### src/common/wdt_sleep_defs.vh
/*
 * watchdog / sleep control constants: register offsets, field positions,
 * reset values and timing counts. assumes a 50 mhz system clock.
 */
`ifndef WDT_SLEEP_DEFS_VH
`define WDT_SLEEP_DEFS_VH

// ****************************************************************
// register offsets
// ****************************************************************
`define OFS_OPTION      14'h0081
`define OFS_OPTION_HI   14'h0181
`define OFS_FUSE        14'h2007
`define OFS_STATUS      14'h0003
`define OFS_USERID0     14'h2000
`define OFS_PROGMODE    14'h0300
`define OFS_ERASE       14'h0301
`define OFS_PROG_DATA   14'h0302

// ****************************************************************
// field positions
// ****************************************************************
`define OPT_PSA         3
`define FUSE_WATCHDOG_ENABLE_FUSE       2
`define FUSE_CP_N       0
`define FUSE_CPD_N      1
`define ST_TO_N         4
`define ST_PD_N         3

// ****************************************************************
// reset values
// ****************************************************************
`define OPTION_RST      8'hff
`define FUSE_RST        8'hff

// ****************************************************************
// timing
// ****************************************************************
`define CLK_HZ          50000000
`define WDT_PERIOD_US   18000
`define WDT_CYCLES      ((`CLK_HZ / 1000000) * `WDT_PERIOD_US)
`define OST_PERIODS     1024

`endif

### src/logic/wdt_sleep_ctrl.v
/*
 * watchdog timer with postscaler, sleep entry / wake control, reset
 * cause flags, code-protected program read-out and user id words.
 * assumes: core drives one-cycle op strobes; rc clock arrives as a
 * synchronous tick input; register port from a simple strobe master.
 * master clear and irq levels are already synchronous to clk;
 * clk_en low freezes every register of the block except the reset synchroniser.
 */
// Local design decision: the strobed register port.
`timescale 1ns/100ps
`include "wdt_sleep_defs.vh"

module wdt_sleep_ctrl #(
    parameter [31:0] WDT_CYCLES = `WDT_CYCLES
) (
    // clock, reset, enable
    input  wire        clk,
    input  wire        rst_b,
    input  wire        clk_en,
    // watchdog rc oscillator tick, one cycle per rc edge
    input  wire        rc_tick,
    // core operations
    input  wire        watchdog_clear_op,
    input  wire        sleep_op,
    input  wire        master_clear_pin,
    input  wire        global_irq_enable,
    input  wire        irq_enable_any,
    input  wire        irq_pending_any,
    input  wire        xtal_mode,
    input  wire        osc_tick,
    // pin drive state from the port logic
    input  wire [7:0]  pin_out_in,
    input  wire [7:0]  pin_oe_in,
    // program memory read path
    input  wire [13:0] prog_rdata_in,
    // register port
    input  wire [13:0] addr,
    input  wire [13:0] wdata,
    input  wire        wr,
    input  wire        rd,
    output reg  [13:0] rdata,
    // core control
    output reg         device_reset,
    output reg         asleep,
    output reg         osc_drive_en,
    output reg         core_hold,
    output reg         prefetch_next,
    output reg         vector_after_wake,
    output reg         sleep_as_nop,
    output reg         bulk_erase,
    output reg  [7:0]  pin_out,
    output reg  [7:0]  pin_oe,
    output reg         master_clear_drive,
    output reg         timeout_flag_n,
    output reg         powerdown_flag_n
);

// ****************************************************************
// functions
// ****************************************************************
function [7:0] ps_ratio_mask;
    input [2:0] sel;
    begin
        ps_ratio_mask = (8'h01 << sel) - 8'h01;
    end
endfunction

// ****************************************************************
// reset synchroniser
// ****************************************************************
reg rst_s1_r;
reg rst_s2_r;
always @(posedge clk or negedge rst_b) begin
    if (!rst_b) begin
        rst_s1_r <= 1'b0;
        rst_s2_r <= 1'b0;
    end else begin
        rst_s1_r <= 1'b1;
        rst_s2_r <= rst_s1_r;
    end
end
wire rst_n = rst_s2_r;

// ****************************************************************
// state
// ****************************************************************
localparam [3:0] ST_RUN   = 4'h1;
localparam [3:0] ST_SLEEP = 4'h2;
localparam [3:0] ST_OST   = 4'h4;
localparam [3:0] ST_NEXT  = 4'h8;

reg [3:0]  state_r;
reg [3:0]  state_nxt;
reg [7:0]  option_r;
reg [7:0]  fuse_r;
reg        prog_mode_r;
reg [13:0] user_id_r [0:3];
reg [31:0] wdt_cnt_r;
reg [7:0]  post_cnt_r;
reg [10:0] ost_cnt_r;
reg        irq_wake_r;

wire wdt_on   = fuse_r[`FUSE_WATCHDOG_ENABLE_FUSE];
wire prescaler_assign      = option_r[`OPT_PSA];
wire base_exp = rc_tick && (wdt_cnt_r >= WDT_CYCLES - 32'd1);
wire post_exp = !prescaler_assign || (post_cnt_r == ps_ratio_mask(option_r[2:0]));
wire wdt_exp  = wdt_on && base_exp && post_exp;
wire irq_wake = irq_enable_any && irq_pending_any;
wire nop_slp  = irq_wake && !global_irq_enable;
wire slp_go   = sleep_op && !nop_slp && state_r == ST_RUN;
wire wake     = state_r == ST_SLEEP && (wdt_exp || irq_wake);
// external reset pulls the core out of sleep straight to run
wire master_clear_pin_wake = master_clear_pin && state_r == ST_SLEEP;
wire wdt_clr  = watchdog_clear_op || slp_go || wake;
wire wr_en    = wr && clk_en;
wire in_prog  = (addr & 14'h3ffc) == `OFS_USERID0;
wire ost_done = osc_tick && ost_cnt_r == `OST_PERIODS - 1;

// ****************************************************************
// sleep state machine
// ****************************************************************
always @* begin
    state_nxt = state_r;
    case (state_r)
        ST_RUN:   if (slp_go) state_nxt = ST_SLEEP;
        ST_SLEEP: if (wake) state_nxt = xtal_mode ? ST_OST : ST_NEXT;
        ST_OST:   if (ost_done) state_nxt = ST_NEXT;
        ST_NEXT:  state_nxt = ST_RUN;
        default:  state_nxt = ST_RUN;
    endcase
    if (master_clear_pin_wake)
        state_nxt = ST_RUN;
end

// ****************************************************************
// watchdog base counter, counts rc ticks
// ****************************************************************
always @(posedge clk or negedge rst_n) begin
    if (!rst_n) begin
        wdt_cnt_r <= 32'h0;
    end else if (clk_en) begin
        if (wdt_clr || !wdt_on || base_exp)
            wdt_cnt_r <= 32'h0;
        else if (rc_tick)
            wdt_cnt_r <= wdt_cnt_r + 32'h1;
    end
end

// ****************************************************************
// postscaler, counts base expiries
// ****************************************************************
always @(posedge clk or negedge rst_n) begin
    if (!rst_n) begin
        post_cnt_r <= 8'h00;
    end else if (clk_en) begin
        // postscaler idles while unassigned
        if (wdt_clr || wdt_exp || !wdt_on || !prescaler_assign)
            post_cnt_r <= 8'h00;
        else if (base_exp)
            post_cnt_r <= post_cnt_r + 8'h01;
    end
end

// ****************************************************************
// sleep state register
// ****************************************************************
always @(posedge clk or negedge rst_n) begin
    if (!rst_n) begin
        state_r <= ST_RUN;
    end else if (clk_en) begin
        state_r <= state_nxt;
    end
end

// ****************************************************************
// core control outputs
// ****************************************************************
always @(posedge clk or negedge rst_n) begin
    if (!rst_n) begin
        device_reset       <= 1'b0;
        asleep             <= 1'b0;
        osc_drive_en       <= 1'b1;
        core_hold          <= 1'b0;
        prefetch_next      <= 1'b0;
        vector_after_wake  <= 1'b0;
        sleep_as_nop       <= 1'b0;
        master_clear_drive <= 1'b0;
    end else if (clk_en) begin
        master_clear_drive <= 1'b0;
        prefetch_next      <= slp_go;
        sleep_as_nop       <= sleep_op && nop_slp
                              && state_r == ST_RUN;
        device_reset       <= (wdt_exp && state_r != ST_SLEEP)
                              || master_clear_pin;
        asleep             <= state_nxt == ST_SLEEP;
        osc_drive_en       <= state_nxt != ST_SLEEP;
        core_hold          <= state_nxt == ST_SLEEP
                              || state_nxt == ST_OST;
        vector_after_wake  <= state_r == ST_NEXT && irq_wake_r
                              && global_irq_enable;
    end
end

// ****************************************************************
// pin drive hold while asleep
// ****************************************************************
always @(posedge clk or negedge rst_n) begin
    if (!rst_n) begin
        pin_out <= 8'h00;
        pin_oe  <= 8'h00;
    end else if (clk_en) begin
        // frozen copy keeps the pre-sleep drive
        if (state_r != ST_SLEEP) begin
            pin_out <= pin_out_in;
            pin_oe  <= pin_oe_in;
        end
    end
end

// ****************************************************************
// oscillator start-up wait
// ****************************************************************
always @(posedge clk or negedge rst_n) begin
    if (!rst_n) begin
        ost_cnt_r <= 11'h000;
    end else if (clk_en) begin
        // only crystal modes ever enter the wait
        if (state_r != ST_OST)
            ost_cnt_r <= 11'h000;
        else if (osc_tick)
            ost_cnt_r <= ost_cnt_r + 11'h001;
    end
end

// ****************************************************************
// wake source memory
// ****************************************************************
always @(posedge clk or negedge rst_n) begin
    if (!rst_n) begin
        irq_wake_r <= 1'b0;
    end else if (clk_en) begin
        if (wake)
            irq_wake_r <= irq_wake;
    end
end

// ****************************************************************
// reset cause flags
// ****************************************************************
always @(posedge clk or negedge rst_n) begin
    if (!rst_n) begin
        timeout_flag_n   <= 1'b1;
        powerdown_flag_n <= 1'b1;
    end else if (clk_en) begin
        if (slp_go) begin
            powerdown_flag_n <= 1'b0;
            timeout_flag_n   <= 1'b1;
        end else if (watchdog_clear_op) begin
            powerdown_flag_n <= 1'b1;
            timeout_flag_n   <= 1'b1;
        end
        // expiry and clear in one cycle: expiry wins
        if (wdt_exp)
            timeout_flag_n <= 1'b0;
    end
end

// ****************************************************************
// option register
// ****************************************************************
always @(posedge clk or negedge rst_n) begin
    if (!rst_n) begin
        option_r <= `OPTION_RST;
    end else if (wr_en) begin
        // both bank images reach one register
        if (addr == `OFS_OPTION || addr == `OFS_OPTION_HI)
            option_r <= wdata[7:0];
    end
end

// ****************************************************************
// program mode, fuse word and bulk erase
// ****************************************************************
always @(posedge clk or negedge rst_n) begin
    if (!rst_n) begin
        prog_mode_r <= 1'b0;
        fuse_r      <= `FUSE_RST;
        bulk_erase  <= 1'b0;
    end else if (clk_en) begin
        bulk_erase <= 1'b0;
        if (wr_en && addr == `OFS_PROGMODE)
            prog_mode_r <= wdata[0];
        if (wr_en && prog_mode_r && addr == `OFS_FUSE)
            fuse_r <= fuse_r & wdata[7:0];
        if (wr_en && prog_mode_r && addr == `OFS_ERASE && wdata[0]) begin
            fuse_r     <= `FUSE_RST;
            bulk_erase <= 1'b1;
        end
    end
end

// ****************************************************************
// user id words, program mode only
// ****************************************************************
integer i;
always @(posedge clk or negedge rst_n) begin
    if (!rst_n) begin
        for (i = 0; i < 4; i = i + 1)
            user_id_r[i] <= 14'h0000;
    end else if (wr_en && prog_mode_r && in_prog) begin
        user_id_r[addr[1:0]] <= wdata;
    end
end

// ****************************************************************
// read port, data one cycle after strobe
// ****************************************************************
always @(posedge clk or negedge rst_n) begin
    if (!rst_n) begin
        rdata <= 14'h0000;
    end else if (clk_en) begin
        rdata <= 14'h0000;
        if (rd) begin
            case (addr)
                `OFS_OPTION, `OFS_OPTION_HI:
                    rdata <= {6'h00, option_r};
                `OFS_FUSE:
                    rdata <= {6'h00, fuse_r};
                `OFS_STATUS:
                    rdata <= {9'h000, timeout_flag_n, powerdown_flag_n,
                              3'h0};
                `OFS_PROGMODE:
                    rdata <= {13'h0000, prog_mode_r};
                `OFS_PROG_DATA:
                    rdata <= fuse_r[`FUSE_CP_N] ? prog_rdata_in
                                                 : 14'h0000;
                default:
                    if (in_prog && prog_mode_r)
                        rdata <= user_id_r[addr[1:0]];
            endcase
        end
    end
end

endmodule // wdt_sleep_ctrl

### config.mk
export PLATFORM = sky130hd
export DESIGN_NAME = wdt_sleep_ctrl
export DESIGN_NICKNAME = d
export VERILOG_FILES = /design/src/logic/wdt_sleep_ctrl.v
export VERILOG_INCLUDE_DIRS = /design/src /design/src/common
export SDC_FILE = /design/constraint.sdc
export NUM_CORES = 1
export LEC_CHECK = 0
export BUFFER_PORTS_ARGS = -buffer_cell sky130_fd_sc_hd__buf_2
export CAP_MARGIN = 5
export CORE_UTILIZATION = 60
export DETAILED_ROUTE_END_ITERATION = 16
export GPL_TIMING_DRIVEN = 1
export MAX_ROUTING_LAYER = met4
export PLACE_DENSITY = 0.83
export SLEW_MARGIN = 0
export SYNTH_ARGS = -nofsm -noshare
export SYNTH_HDL_FRONTEND = slang
export SYNTH_SLANG_ARGS = --single-unit
### constraint.sdc
create_clock -name clk -period 7.6 [get_ports clk]
set_clock_uncertainty 0.05 [all_clocks]
set_input_delay 1.52 -clock clk [delete_from_list [all_inputs] [get_ports clk]]
set_output_delay 1.52 -clock clk [all_outputs]
set_load 0.005 [all_outputs]
# [Word-level counts from Yosys, hierarchy flattened]
# Index checks and enable logic that the tools add are counted.
[op_classes] eq_ne=19 n_addsub=4 n_reduce_logical=57 bitwise=2 magnitude_cmp=3 mux=29 shifts=1
[op_table] op="two-way mux 14 bit" n=6
[op_table] op="one-hot mux 14 bit (5 select lines)" n=1
[op_table] op="two-way mux 32 bit" n=2
[op_table] op="bitwise mux 56 bit" n=1
[op_table] op="== test 14 x 10 -> 1 bit, second input constant" n=3
[op_table] op="adder 32 x 1 -> 32 bit, second input constant" n=1
[op_table] op="greater-or-equal comparator 32 x 20 -> 1 bit, second input constant" n=1
[op_table] op="two-way mux 8 bit" n=4
[op_table] op="binary-select mux 14 bit (select 2 bit)" n=1
[op_table] op="demux 14 bit (select 2 bit)" n=1
[op_table] op="logical AND 1 bit" n=24
[op_table] op="two-way mux 11 bit" n=2
[op_table] op="two-way mux 4 bit" n=5
[op_table] op="AND reduction 2 bit" n=10
[op_table] op="== test 14 bit, second input constant" n=1
[op_table] op="== test 14 x 2 -> 1 bit, second input constant" n=1
[op_table] op="== test 14 x 8 -> 1 bit, second input constant" n=1
[op_table] op="== test 14 x 9 -> 1 bit, second input constant" n=1
[op_table] op="== test 12 bit, second input constant" n=1
[op_table] op="logical OR 1 bit" n=12
[op_table] op="one-hot mux 4 bit (3 select lines)" n=1
[op_table] op="adder 11 x 1 -> 11 bit, second input constant" n=1
[op_table] op="== test 11 x 10 -> 1 bit, second input constant" n=1
[op_table] op="nonzero test 2 bit" n=5
[op_table] op="18 further kinds" n=28
[totals] elab_cells=142 register_bits=171 input_bits=72 output_inout_bits=41

# [Depth between registers and ports, before layout]
# Gate-level depths: netlist of the first run.
[depth] word_depth=13 mapped_depth=11 depth_no_buf=10

# [Worst setup path before layout of the first run]
# Ideal clock, no wire load.
[synth_path] path_kind="input -> register" from="input port addr[3]" to="register user_id_r[31] (netlist name)" path_stages=8 arrival_time_ps=3581 setup_time_ps=125 path_buffers=2 setup_slack_ps=3844 t_required_ps=7425 cell_sequence="or4_1 nor3b_1 and4b_1 buf_4 nand3_4 nor3b_2 buf_4 mux2_2"
[synth_via] elab_chain_len=2
[synth_rtl] item="start: declaration" line_no="wdt_sleep_ctrl.v:37" rtl="input wire [13:0] addr,"
[synth_rtl] item="== test 12 bit (no source line)"
[synth_rtl] item="logical AND 1 bit" line_no="wdt_sleep_ctrl.v:310" rtl="end else if (wr_en && prog_mode_r && in_prog) begin"
[synth_rtl] item="end signal: indexed assignment" line_no="wdt_sleep_ctrl.v:311" rtl="user_id_r[addr[1:0]] <= wdata;"
[synth_rtl] item="end: declaration" line_no="wdt_sleep_ctrl.v:97" rtl="reg [13:0] user_id_r [0:3];"
# No other way between the ends.
# A chain may end at the register's enable or synchronous reset.

# [Worst setup path after layout of the first run]
[layout_path] from="input port addr[3]" to="register user_id_r[33] (netlist name)"
# Same word-level chain as after synthesis.

==> metrics.csv, run 1 <==
stage,metric,value,unit
status,status,completed,
drt,drc,0,
critical_path,required,7.86,ns
critical_path,cp-start-kind,primary input,
drt,wl_per_cell,18.9,um
power_and_ir_drop,p_leak,4.35,nW
drt,drt_wl_total,18400,um
synth,synth_warnings,0,
placed_design,dp_slack,2.74,ns
timing,slew_violations,0,
synth,syn_nets,759,
clock_network,post_cts_resized,0,
synth,async_reset_ff_share,100,%
cells_and_area,layout_commonest_cell,dfrtp_1,
power_and_ir_drop,power_frac_comb,8.7,%
critical_path,end_kind,register,
cells_and_area,area_delta_synth_final,15.0,%
synth,seq_area_frac_synth,53.3,%
timing,period_minus_slack,4.42,ns
timing,rsz0062_at_grt,false,
clock_network,cts.htree.levels,4,
drt,num_vias,5922,
cells_and_area,nNetsFinal,857,
floorplan,die_w,118,um
power_and_ir_drop,seqPwrFrac,49.5,%
cells_and_area,fin_util,70.4,%
clock_network,path_clk_slew,0.07,ns
timing,finalHoldViolations,0,
clock_network,clock_latency,0.42,ns
clock_network,cts.path.max_buffers,2,
synth,synth_edf_count,0,
timing,slew_headroom,22.4,%
timing,worst_slack,3.18,ns
critical_path,critPathLaunch,addr[3],
global_routing,grt_max_degree,74,
placed_design,hpwlAfterDp,12600,um
power_and_ir_drop,switching_share,24.2,%
floorplan,die_area,13900,um2
timing,worst_pin_slew,1.16,ns
clock_network,numClockSinks,171,
clock_network,clockRootBuffer,clkbuf_16,
synth,synth-seq-cells,171,
floorplan,core-area,13200,um2
drt,drt_iter0_drc,619,
drt,drtPass1Iterations,6,
synth,synthAdderAreaFrac,0.619,%
power_and_ir_drop,power.density,213,nW/um2
synth,synth-simple-area-share,14.7,%
drt,routed_via_density,6.11,
timing,setup_tns,0,ns
clock_network,cts_tree,built,
timing,fmax,0.226,GHz
timing,period_share,58.1,%
cells_and_area,final_cell_mix,"dfrtp_1, buf_2, mux2_2",
global_routing,grt_pass1_vias,6051,
synth,ys_types,66,
worst_hold_path,hp-class,reg2async,
timing,setup_violations,0,
global_routing,antenna_found_initial,0,
drt,drt-met1-wl,7570,um
synth,yosys-mux-area-fraction,15.3,%
floorplan,start_util,61.3,%
synth,syn_inst,683,
global_routing,track_usage,29.3,%
floorplan,die_h,118,um
power_and_ir_drop,p_int,1.50,mW
synth,synthXorXnorAreaFrac,3.25,%
clock_network,post_cts_buffers,0,
synth,synth_top_family_by_area,multiplexers,
clock_network,hold_buffers,0,
power_and_ir_drop,ir_drop,0.142,mV
placed_design,gp_congestion,0.872,
drt,wl_met3,1060,um
placed_design,port_buffers,111,
drt,ant_nets,0,
global_routing,grt_pass1_wl,30600,um
drt,top_layer,met4,
critical_path,reg2reg_from,option_r[2]$_DFFE_PN1P_,
flow_run,max_cap_viol_count,0,
drt,wl_met2,9310,um
global_routing,grt-ovfl-total,0,
power_and_ir_drop,switchingPower,0.478,mW
critical_path,setup.worst_path.class,in2reg,
synth,synth_compound_area_share,9.82,%
critical_path,cp_max_fo,16,
floorplan,num_rows,42,
power_and_ir_drop,p_clk_share,41.8,%
cells_and_area,n_antenna_cell,0,
synth,syn_avg_cell_area,11.8,um2
synth,synth-main-ff-cell,dfrtp_1,
synth,syn_area,8080,um2
critical_path,crit_arrival,4.68,ns
floorplan,num_io_pins,113,
cells_and_area,drive_above_1_share,35.1,%
clock_network,cts-buffers-inserted,17,
worst paths after layout:
path,endpoint,slack (ns),cells after the start
worst max-delay path,user_id_r[33]$_DFFE_PN0P_,3.18,7
worst min-delay path,rdata[8]$_DFFE_PN0P_,0.19,0
worst max register to register,core_hold$_DFFE_PN0P_,4.52,9
worst min register to register,rdata[8]$_DFFE_PN0P_,0.19,0
max in group asynchronous,pin_out[0]$_DFFE_PN0P_,6.07,1
min in group clk,rst_n$_DFF_PN0_,0.30,0
routing by layer:
layer / global-route usage, % / up-vias
met4: 11.9 / 0
met1: 36.4 / 3000
met3: 6.78 / 39
met5: - / -
met2: 46.5 / 204
li1: - / 2679
flip-flops by register name (all words and copies together) (netlist names), 4 cells and up:
register,flops
ost_cnt_r,11
pin_oe,8
fuse_r,8
rdata,14
state_r,4
post_cnt_r,8
option_r,8
wdt_cnt_r,32
user_id_r,56
pin_out,8
power groups by stage:
stage,Clock [mW],Sequential (mW),Combinational (mW)
detailed placement,0,0.995,0.170
global route,0.878,0.983,0.193
global placement,0,0.991,0.164
finish,0.825,0.978,0.172
CTS,0.838,0.978,0.172
floorplan,0,0.994,0.0962
stage by stage:
stage / cell area [um2] / cells / hold WS (ns) / total power, mW
after global placement: 8710 / 937 / 0.186 / 1.16
after floorplan: 8080 / 683 / 0.281 / 1.09
final: 9290 / 970 / 0.194 / 1.98
after CTS: 9280 / 969 / 0.203 / 1.99
after detailed placement: 8710 / 937 / 0.200 / 1.16
after global routing: 9290 / 970 / 0.225 / 2.05
cell families (layout without fill, tap and decap cells):
logic type,after synthesis,in the layout
AND/OR/NAND/NOR,214,214
AO/OA/AOI/OAI,115,115
adder cells (fa/ha/maj),4,4
XOR/XNOR,30,30
flip-flops,171,171
other,2,2
buffers and inverters,51,162
multiplexers,96,96
worst max-delay path, stage by stage:
cell and delay [ns]:
buf_2 0.09, or4_1 0.55, nor3b_1 0.25, and4b_1 0.68
nand3_4 0.17, nor3b_2 0.96, mux2_2 0.44
cell usage after synthesis, types with 3 or more instances:
cell       number  area [um2]
dfrtp_1       151        3780
mux2_2         82         923
nand2_1        51         191
nor2_1         45         169
o21ai_0        28         140
a21oi_1        24         120
clkbuf_1       20        75.1
dfstp_2        20         526
xor2_1         18         158
nand3_1        16        80.1
inv_1          14        52.6
mux4_2         14         315
nor2b_1        14        87.6
nand4_1        12        75.1
xnor2_1        12         105
and3_1         11        68.8
nor3_1         11        55.1
nor4_1         10        62.6
o2bb2ai_1      10        87.6
a22oi_1         9        67.6
or3_1           9        56.3
a21o_1          7        52.6
buf_2           6        30.0
a222oi_1        5        50.1
a211oi_1        4        30.0
a31oi_1         4        25.0
and4b_1         4        40.0
buf_1           4        15.0
buf_4           4        30.0
ha_1            4        50.1
nand2b_1        4        25.0
a22o_1          3        26.3
buf_6           3        33.8
nand4b_1        3        26.3
nor3_2          3        30.0
nor4b_1         3        26.3
o31ai_1         3        22.5
cell type report:
type | instances | area [um2]
clock buffers | 22 | 474
clock inverters | 10 | 92.6
fillers | 935 | 3900
inverters | 14 | 52.6
multi-input cells | 461 | 3540
flip-flops and latches | 171 | 4310
well taps | 176 | 220
repair buffers | 116 | 601
No activity file was read; power rests on OpenSTA's default activity.
==> run 2: changes to the inputs <==
--- a/config.mk
+++ b/config.mk
@@ -8,11 +8,11 @@
 export LEC_CHECK = 0
 export BUFFER_PORTS_ARGS = -buffer_cell sky130_fd_sc_hd__buf_2
 export CAP_MARGIN = 5
-export CORE_UTILIZATION = 60
+export CORE_UTILIZATION = 52
 export DETAILED_ROUTE_END_ITERATION = 16
 export GPL_TIMING_DRIVEN = 1
 export MAX_ROUTING_LAYER = met4
-export PLACE_DENSITY = 0.83
+export PLACE_DENSITY = 0.76
 export SLEW_MARGIN = 0
 export SYNTH_ARGS = -nofsm -noshare
 export SYNTH_HDL_FRONTEND = slang
==> constraint.sdc (replaced) <==
create_clock -name clk -period 3.9 [get_ports clk]
set_clock_uncertainty 0.05 [all_clocks]
set_input_delay 0.78 -clock clk [delete_from_list [all_inputs] [get_ports clk]]
set_output_delay 0.78 -clock clk [all_outputs]
set_load 0.005 [all_outputs]
==> metrics.csv, run 2 (synthesized netlist as in run 1, its figures left out) <==
stage,metric,value,unit,change
status,status,completed,,
cells_and_area,n_antenna_cell,0,,unchanged
timing,period_minus_slack,3.14,ns,
drt,num_vias,5910,,-0.20%
cells_and_area,area_delta_synth_final,15.8,%,
cells_and_area,final_area,9350,um2,+0.67%
cells_and_area,largest-register,user_id_r,,
floorplan,die_h,127,um,+7.3%
timing,slew_headroom,36.5,%,+14 points
global_routing,antenna_found_initial,0,,unchanged
global_routing,grt_pass1_vias,5895,,-2.6%
critical_path,cp-start-kind,register,,
floorplan,die_w,127,um,+7.3%
placed_design,port_buffers,111,,unchanged
drt,drtPass1Iterations,5,,-1
global_routing,grt_max_degree,72,,-2.7%
worst_hold_path,hp-class,in2async,,
floorplan,die_area,16000,um2,+15%
timing,worst_pin_slew,0.952,ns,-0.206 ns
placed_design,dp_slack,0.579,ns,-2.16 ns
critical_path,required,4.16,ns,-3.70 ns
timing,setup_tns,0,ns,unchanged
timing,rsz0062_at_grt,false,,
critical_path,end_kind,register,,
clock_network,cts-buffers-inserted,17,,unchanged
floorplan,num_rows,45,,+7.1%
critical_path,cp_max_fo,13,,-3
timing,period_share,80.5,%,
floorplan,num_io_pins,113,,unchanged
cells_and_area,drive_above_1_share,36.0,%,+0.90 points
clock_network,cts.path.max_buffers,2,,unchanged
clock_network,post_cts_buffers,0,,unchanged
drt,ant_nets,0,,unchanged
placed_design,hpwlAfterDp,12800,um,+1.9%
placed_design,placed_cell_area,8800,um2,+1.1%
floorplan,start_util,53.2,%,-8.1 points
critical_path,setup.worst_path.class,reg2reg,,
timing,finalHoldViolations,0,,unchanged
clock_network,numClockSinks,171,,unchanged
placed_design,gp_congestion,0.834,,-4.3%
cells_and_area,largest_reg_flops,56,,unchanged
timing,hold_slack,0.0801,ns,-0.114 ns
floorplan,core-area,15200,um2,+15%
global_routing,grt-ovfl-total,0,,unchanged
drt,routed_via_density,5.97,,-2.2%
clock_network,hold_buffers,0,,unchanged
timing,fmax,0.318,GHz,
drt,drc,0,,unchanged
cells_and_area,final_cell_count_no_fill,990,,+2.1%
power_and_ir_drop,power.density,409,nW/um2,+93%
power_and_ir_drop,total_power,3.83,mW,+94%
clock_network,clockRootBuffer,clkbuf_16,,
timing,setup_violations,0,,unchanged
critical_path,crit_arrival,3.40,ns,-1.28 ns
cells_and_area,layout_commonest_cell,dfrtp_1,,
cells_and_area,reg.largest.list,"user_id_r: 56 flops, wdt_cnt_r: 32 flops, rdata: 14 flops",,
cells_and_area,final_cell_mix,"dfrtp_1, buf_2, mux2_2",,
cells_and_area,fin_util,61.5,%,-8.9 points
global_routing,grt_pass1_wl,30600,um,-0.23%
clock_network,path_clk_slew,0.06,ns,about the same
power_and_ir_drop,ir_drop,0.336,mV,+140%
power_and_ir_drop,p_leak,4.40,nW,+1.1%
drt,drt_iter0_drc,453,,-27%
clock_network,cts.htree.levels,4,,unchanged
flow_run,max_cap_viol_count,0,,unchanged
clock_network,clock_latency,0.43,ns,about the same
clock_network,cts_tree,built,,
clock_network,post_cts_resized,0,,unchanged
drt,wl_per_cell,18.5,um,-2.3%
global_routing,track_usage,25.3,%,-3.9 points
drt,drt_wl_total,18300,um,-0.30%
timing,slew_violations,0,,unchanged
placed_design,dp_cells,958,,+2.2%
cells_and_area,nNetsFinal,865,,+0.93%
timing,worst_slack,0.760,ns,-2.42 ns
-- run 2: layout make-up --
| cell class | count | area (um2) |
|---|---|---|
| clock buffer | 18 | 439 |
| fill | 1201 | 5850 |
| clock inverter | 14 | 110 |
| timing repair buffer | 124 | 666 |
| tap | 188 | 235 |
| sequential | 171 | 4310 |
| multi-input combinational | 461 | 3540 |
| inverter | 14 | 52.6 |
-- run 2: where the power goes --
group	leakage, nW	switching, mW	internal, mW
clock network	0.272	0.735	0.844
logic	1.86	0.187	0.150
registers	2.27	0.0686	1.84
total	4.40	0.991	2.84
-- run 2: final timing paths --
check | endpoint | slack [ns] | cells after the start | from
max | core_hold$_DFFE_PN0P_ | 0.76 | 9 | option_r[2]$_DFFE_PN1P_
min | rst_n$_DFF_PN0_ | 0.08 | 1 | rst_b
max reg2reg | core_hold$_DFFE_PN0P_ | 0.76 | 9 | option_r[2]$_DFFE_PN1P_
min reg2reg | rst_n$_DFF_PN0_ | 0.30 | 0 | rst_s1_r$_DFF_PN0_
max in group asynchronous | wdt_cnt_r[18]$_DFFE_PN0P_ | 2.37 | 1 | rst_n$_DFF_PN0_
min in group clk | rst_n$_DFF_PN0_ | 0.30 | 0 | rst_s1_r$_DFF_PN0_
-- run 2: critical path, stage by stage (launching register included) --
cell and delay [ns]:
dfstp_2 0.43, or3_1 0.43, ha_1 0.30, nor3b_1 0.19, nor3_1 0.26, xnor2_1 0.12
o41ai_1 0.57, a21boi_1 0.25, o31a_1 0.28, o22a_1 0.16
-- run 2: metal layers --
| layer | track usage [%] | share of wire [%] | vias up |
|---|---|---|---|
| li1 | - | - | 2697 |
| met1 | 33.4 | 44 | 3028 |
| met2 | 39.4 | 50 | 166 |
| met3 | 5.48 | 4.5 | 19 |
| met4 | 8.12 | 1.2 | 0 |
| met5 | - | 0 | - |
==> run 3: changes to the inputs <==
==> constraint.sdc (replaced) <==
create_clock -name clk -period 2.6 [get_ports clk]
set_clock_uncertainty 0.05 [all_clocks]
set_input_delay 0.52 -clock clk [delete_from_list [all_inputs] [get_ports clk]]
set_output_delay 0.52 -clock clk [all_outputs]
set_load 0.005 [all_outputs]
==> metrics.csv, run 3 (synthesized netlist as in run 1, its figures left out) <==
stage,metric,value,unit,change
drt,routed_via_density,5.97,,about the same
timing,finalHoldViolations,0,,unchanged
critical_path,end_kind,register,,
critical_path,crit_arrival,2.89,ns,-0.51 ns
status,status,"finished, violations left",,
cells_and_area,seq_area,4310,um2,unchanged
placed_design,port_buffers,111,,unchanged
critical_path,setup.worst_path.class,reg2reg,,
power_and_ir_drop,power.density,606,nW/um2,+48%
drt,drtPass1Iterations,5,,unchanged
cells_and_area,layout_commonest_cell,dfrtp_1,,
flow_run,max_cap_viol_count,0,,unchanged
critical_path,worstReg2RegEnd,post_cnt_r[6]$_DFFE_PN0P_,,
timing,slew_violations,0,,unchanged
cells_and_area,nNetsFinal,900,,+4.0%
drt,drt_iter0_drc,339,,-25%
global_routing,grt_pass1_vias,6100,,+3.5%
critical_path,critPathSlowestCell,dfstp_2,,
floorplan,core-area,15200,um2,unchanged
timing,worst_slack,-0.0211,ns,-0.781 ns
critical_path,reg2reg_from,option_r[1]$_DFFE_PN1P_,,
timing,setup_violations,3,,+3
worst_hold_path,hp-class,reg2async,,
cells_and_area,n_antenna_cell,0,,unchanged
timing,period_minus_slack,2.62,ns,-0.519 ns
floorplan,num_rows,45,,unchanged
timing,fmax,0.382,GHz,+20%
global_routing,grt_max_degree,56,,-22%
timing,rsz0062_at_grt,true,,
power_and_ir_drop,p_leak,4.69,nW,+6.5%
power_and_ir_drop,total_power,6.05,mW,+58%
cells_and_area,final_area,9980,um2,+6.7%
critical_path,cp_max_fo,6,,-7
cells_and_area,final_cell_mix,"dfrtp_1, buf_2, mux2_2",,
drt,num_vias,6121,,+3.6%
clock_network,clockRootBuffer,clkbuf_16,,
status,violations,setup timing,,
clock_network,clock_latency,0.43,ns,about the same
clock_network,cts.path.max_buffers,2,,unchanged
cells_and_area,nFillCells,1121,,-6.7%
clock_network,path_clk_slew,0.06,ns,about the same
floorplan,die_h,127,um,unchanged
global_routing,grt_pass1_wl,31000,um,+1.5%
timing,worst_pin_slew,0.712,ns,-0.240 ns
clock_network,cts.htree.levels,4,,unchanged
global_routing,grt-ovfl-total,0,,unchanged
cells_and_area,drive_above_1_share,40.1,%,+4.1 points
placed_design,gp_congestion,0.870,,+4.3%
timing,slew_headroom,52.4,%,+16 points
floorplan,num_io_pins,113,,unchanged
clock_network,cts-buffers-inserted,17,,unchanged
placed_design,dp_slack,-0.159,ns,-0.738 ns
timing,period_share,101,%,+20 points
critical_path,reg2reg_slack,-0.02,ns,-0.78 ns
cells_and_area,area_delta_synth_final,23.5,%,
critical_path,crit_chain,"buf_6, nor2_1, nand2_1, ha_4, nor3b_4, a31oi_2, xnor2_2, nor4_1, a21boi_4, a21o_1, o2bb2ai_1",,
cells_and_area,largest-register,user_id_r,,
clock_network,cts_tree,built,,
drt,drt_wl_total,19200,um,+4.8%
power_and_ir_drop,ir_drop,0.503,mV,+50%
cells_and_area,multiInputGateArea,3770,um2,+6.4%
critical_path,cp-start-kind,register,,
drt,wl_per_cell,18.7,um,+1.2%
critical_path,reg2regPathDepth,11,,+2
global_routing,track_usage,25.7,%,+0.37 points
critical_path,required,2.87,ns,-1.29 ns
drt,drc,0,,unchanged
clock_network,numClockSinks,171,,unchanged
floorplan,die_area,16000,um2,unchanged
global_routing,antenna_found_initial,0,,unchanged
floorplan,die_w,127,um,unchanged
placed_design,placed_cell_area,9230,um2,+4.8%
cells_and_area,largest_reg_flops,56,,unchanged
placed_design,hpwlAfterDp,13200,um,+3.2%
cells_and_area,reg.largest.list,"user_id_r: 56 flops, wdt_cnt_r: 32 flops, rdata: 14 flops",,
drt,ant_nets,0,,unchanged
floorplan,start_util,53.2,%,unchanged
critical_path,cpPeakStageDelay,0.55,ns,-0.02 ns
## run 3: changes by cell type in the layout (fill, tap and decap cells not counted), moves of 5 or more
cell,before,now
inv_6,6,0
mux2_2,82,62
buf_12,1,7
clkbuf_1,0,5
buf_4,12,39
mux2_4,0,20
## run 3: timing repair
item	in CTS	in global routing
gates resized for setup	8	12
endpoints found under the hold margin	2	0
buffers inserted	1	1
hold buffers	1	0
pin swaps	2	3
gates cloned	0	0
setup endpoints to repair	6	17
## run 3: how the worst max path moves through the flow
stage	to	slack (ns)	from	depth (start not counted)
6_report	post_cnt_r[6]$_DFFE_PN0P_	-0.02	option_r[1]$_DFFE_PN1P_	11
5_1_grt	core_hold$_DFFE_PN0P_	-0.14	option_r[2]$_DFFE_PN1P_	10
4_1_cts	core_hold$_DFFE_PN0P_	0.006	option_r[2]$_DFFE_PN1P_	8
3_5_place_dp	post_cnt_r[0]$_DFFE_PN0P_	-0.16	option_r[2]$_DFFE_PN1P_	10
3_3_place_gp	user_id_r[27]$_DFFE_PN0P_	-0.09	addr[3]	8
2_1_floorplan	core_hold$_DFFE_PN0P_	-0.08	option_r[1]$_DFFE_PN1P_	9
## run 3: area by class of cell
cell class	count	share of cell area [%]
clock buffers	23	4.59
multi-input cells	461	37.8
clock inverters	9	1.48
well taps	188	2.36
flip-flops and latches	171	43.2
inverters	14	0.527
repair buffers	159	10.1
## run 3: critical path: cells and delay by family, from the launching register on
kind	cells	cell delay, ns
fa+ha+maj	1	0.21
compound gates	4	0.52
buf+inv	1	0.10
simple gates	4	0.90
xor+xnor	1	0.18
flops	1	0.55
## run 3: routing by layer
layer | vias up | routed length, um | global-route usage, %
li1 | 2772 | - | -
met3 | 27 | 903 | 5.02
met2 | 208 | 9440 | 39.8
met5 | - | 0 | -
met1 | 3114 | 8540 | 34.5
met4 | 0 | 288 | 7.91
## run 3: per-stage QoR
step                      setup TNS [ns]  hold WS, ns  cells  util, %
final                            -0.0465        0.272   1025     65.7
after global routing               -1.04        0.262   1025     65.7
after CTS                              0        0.260   1024     65.1
after detailed placement           -6.74        0.259    990     60.7
after global placement             -2.31        0.259    990     60.7
after floorplan                    -1.15        0.174    683        -
## run 3: where the power goes
part,switching (mW),internal (mW),total (mW)
combinational,0.310,0.257,0.567
clock,1.01,1.63,2.64
sequential,0.0789,2.77,2.85
total,1.40,4.65,6.05
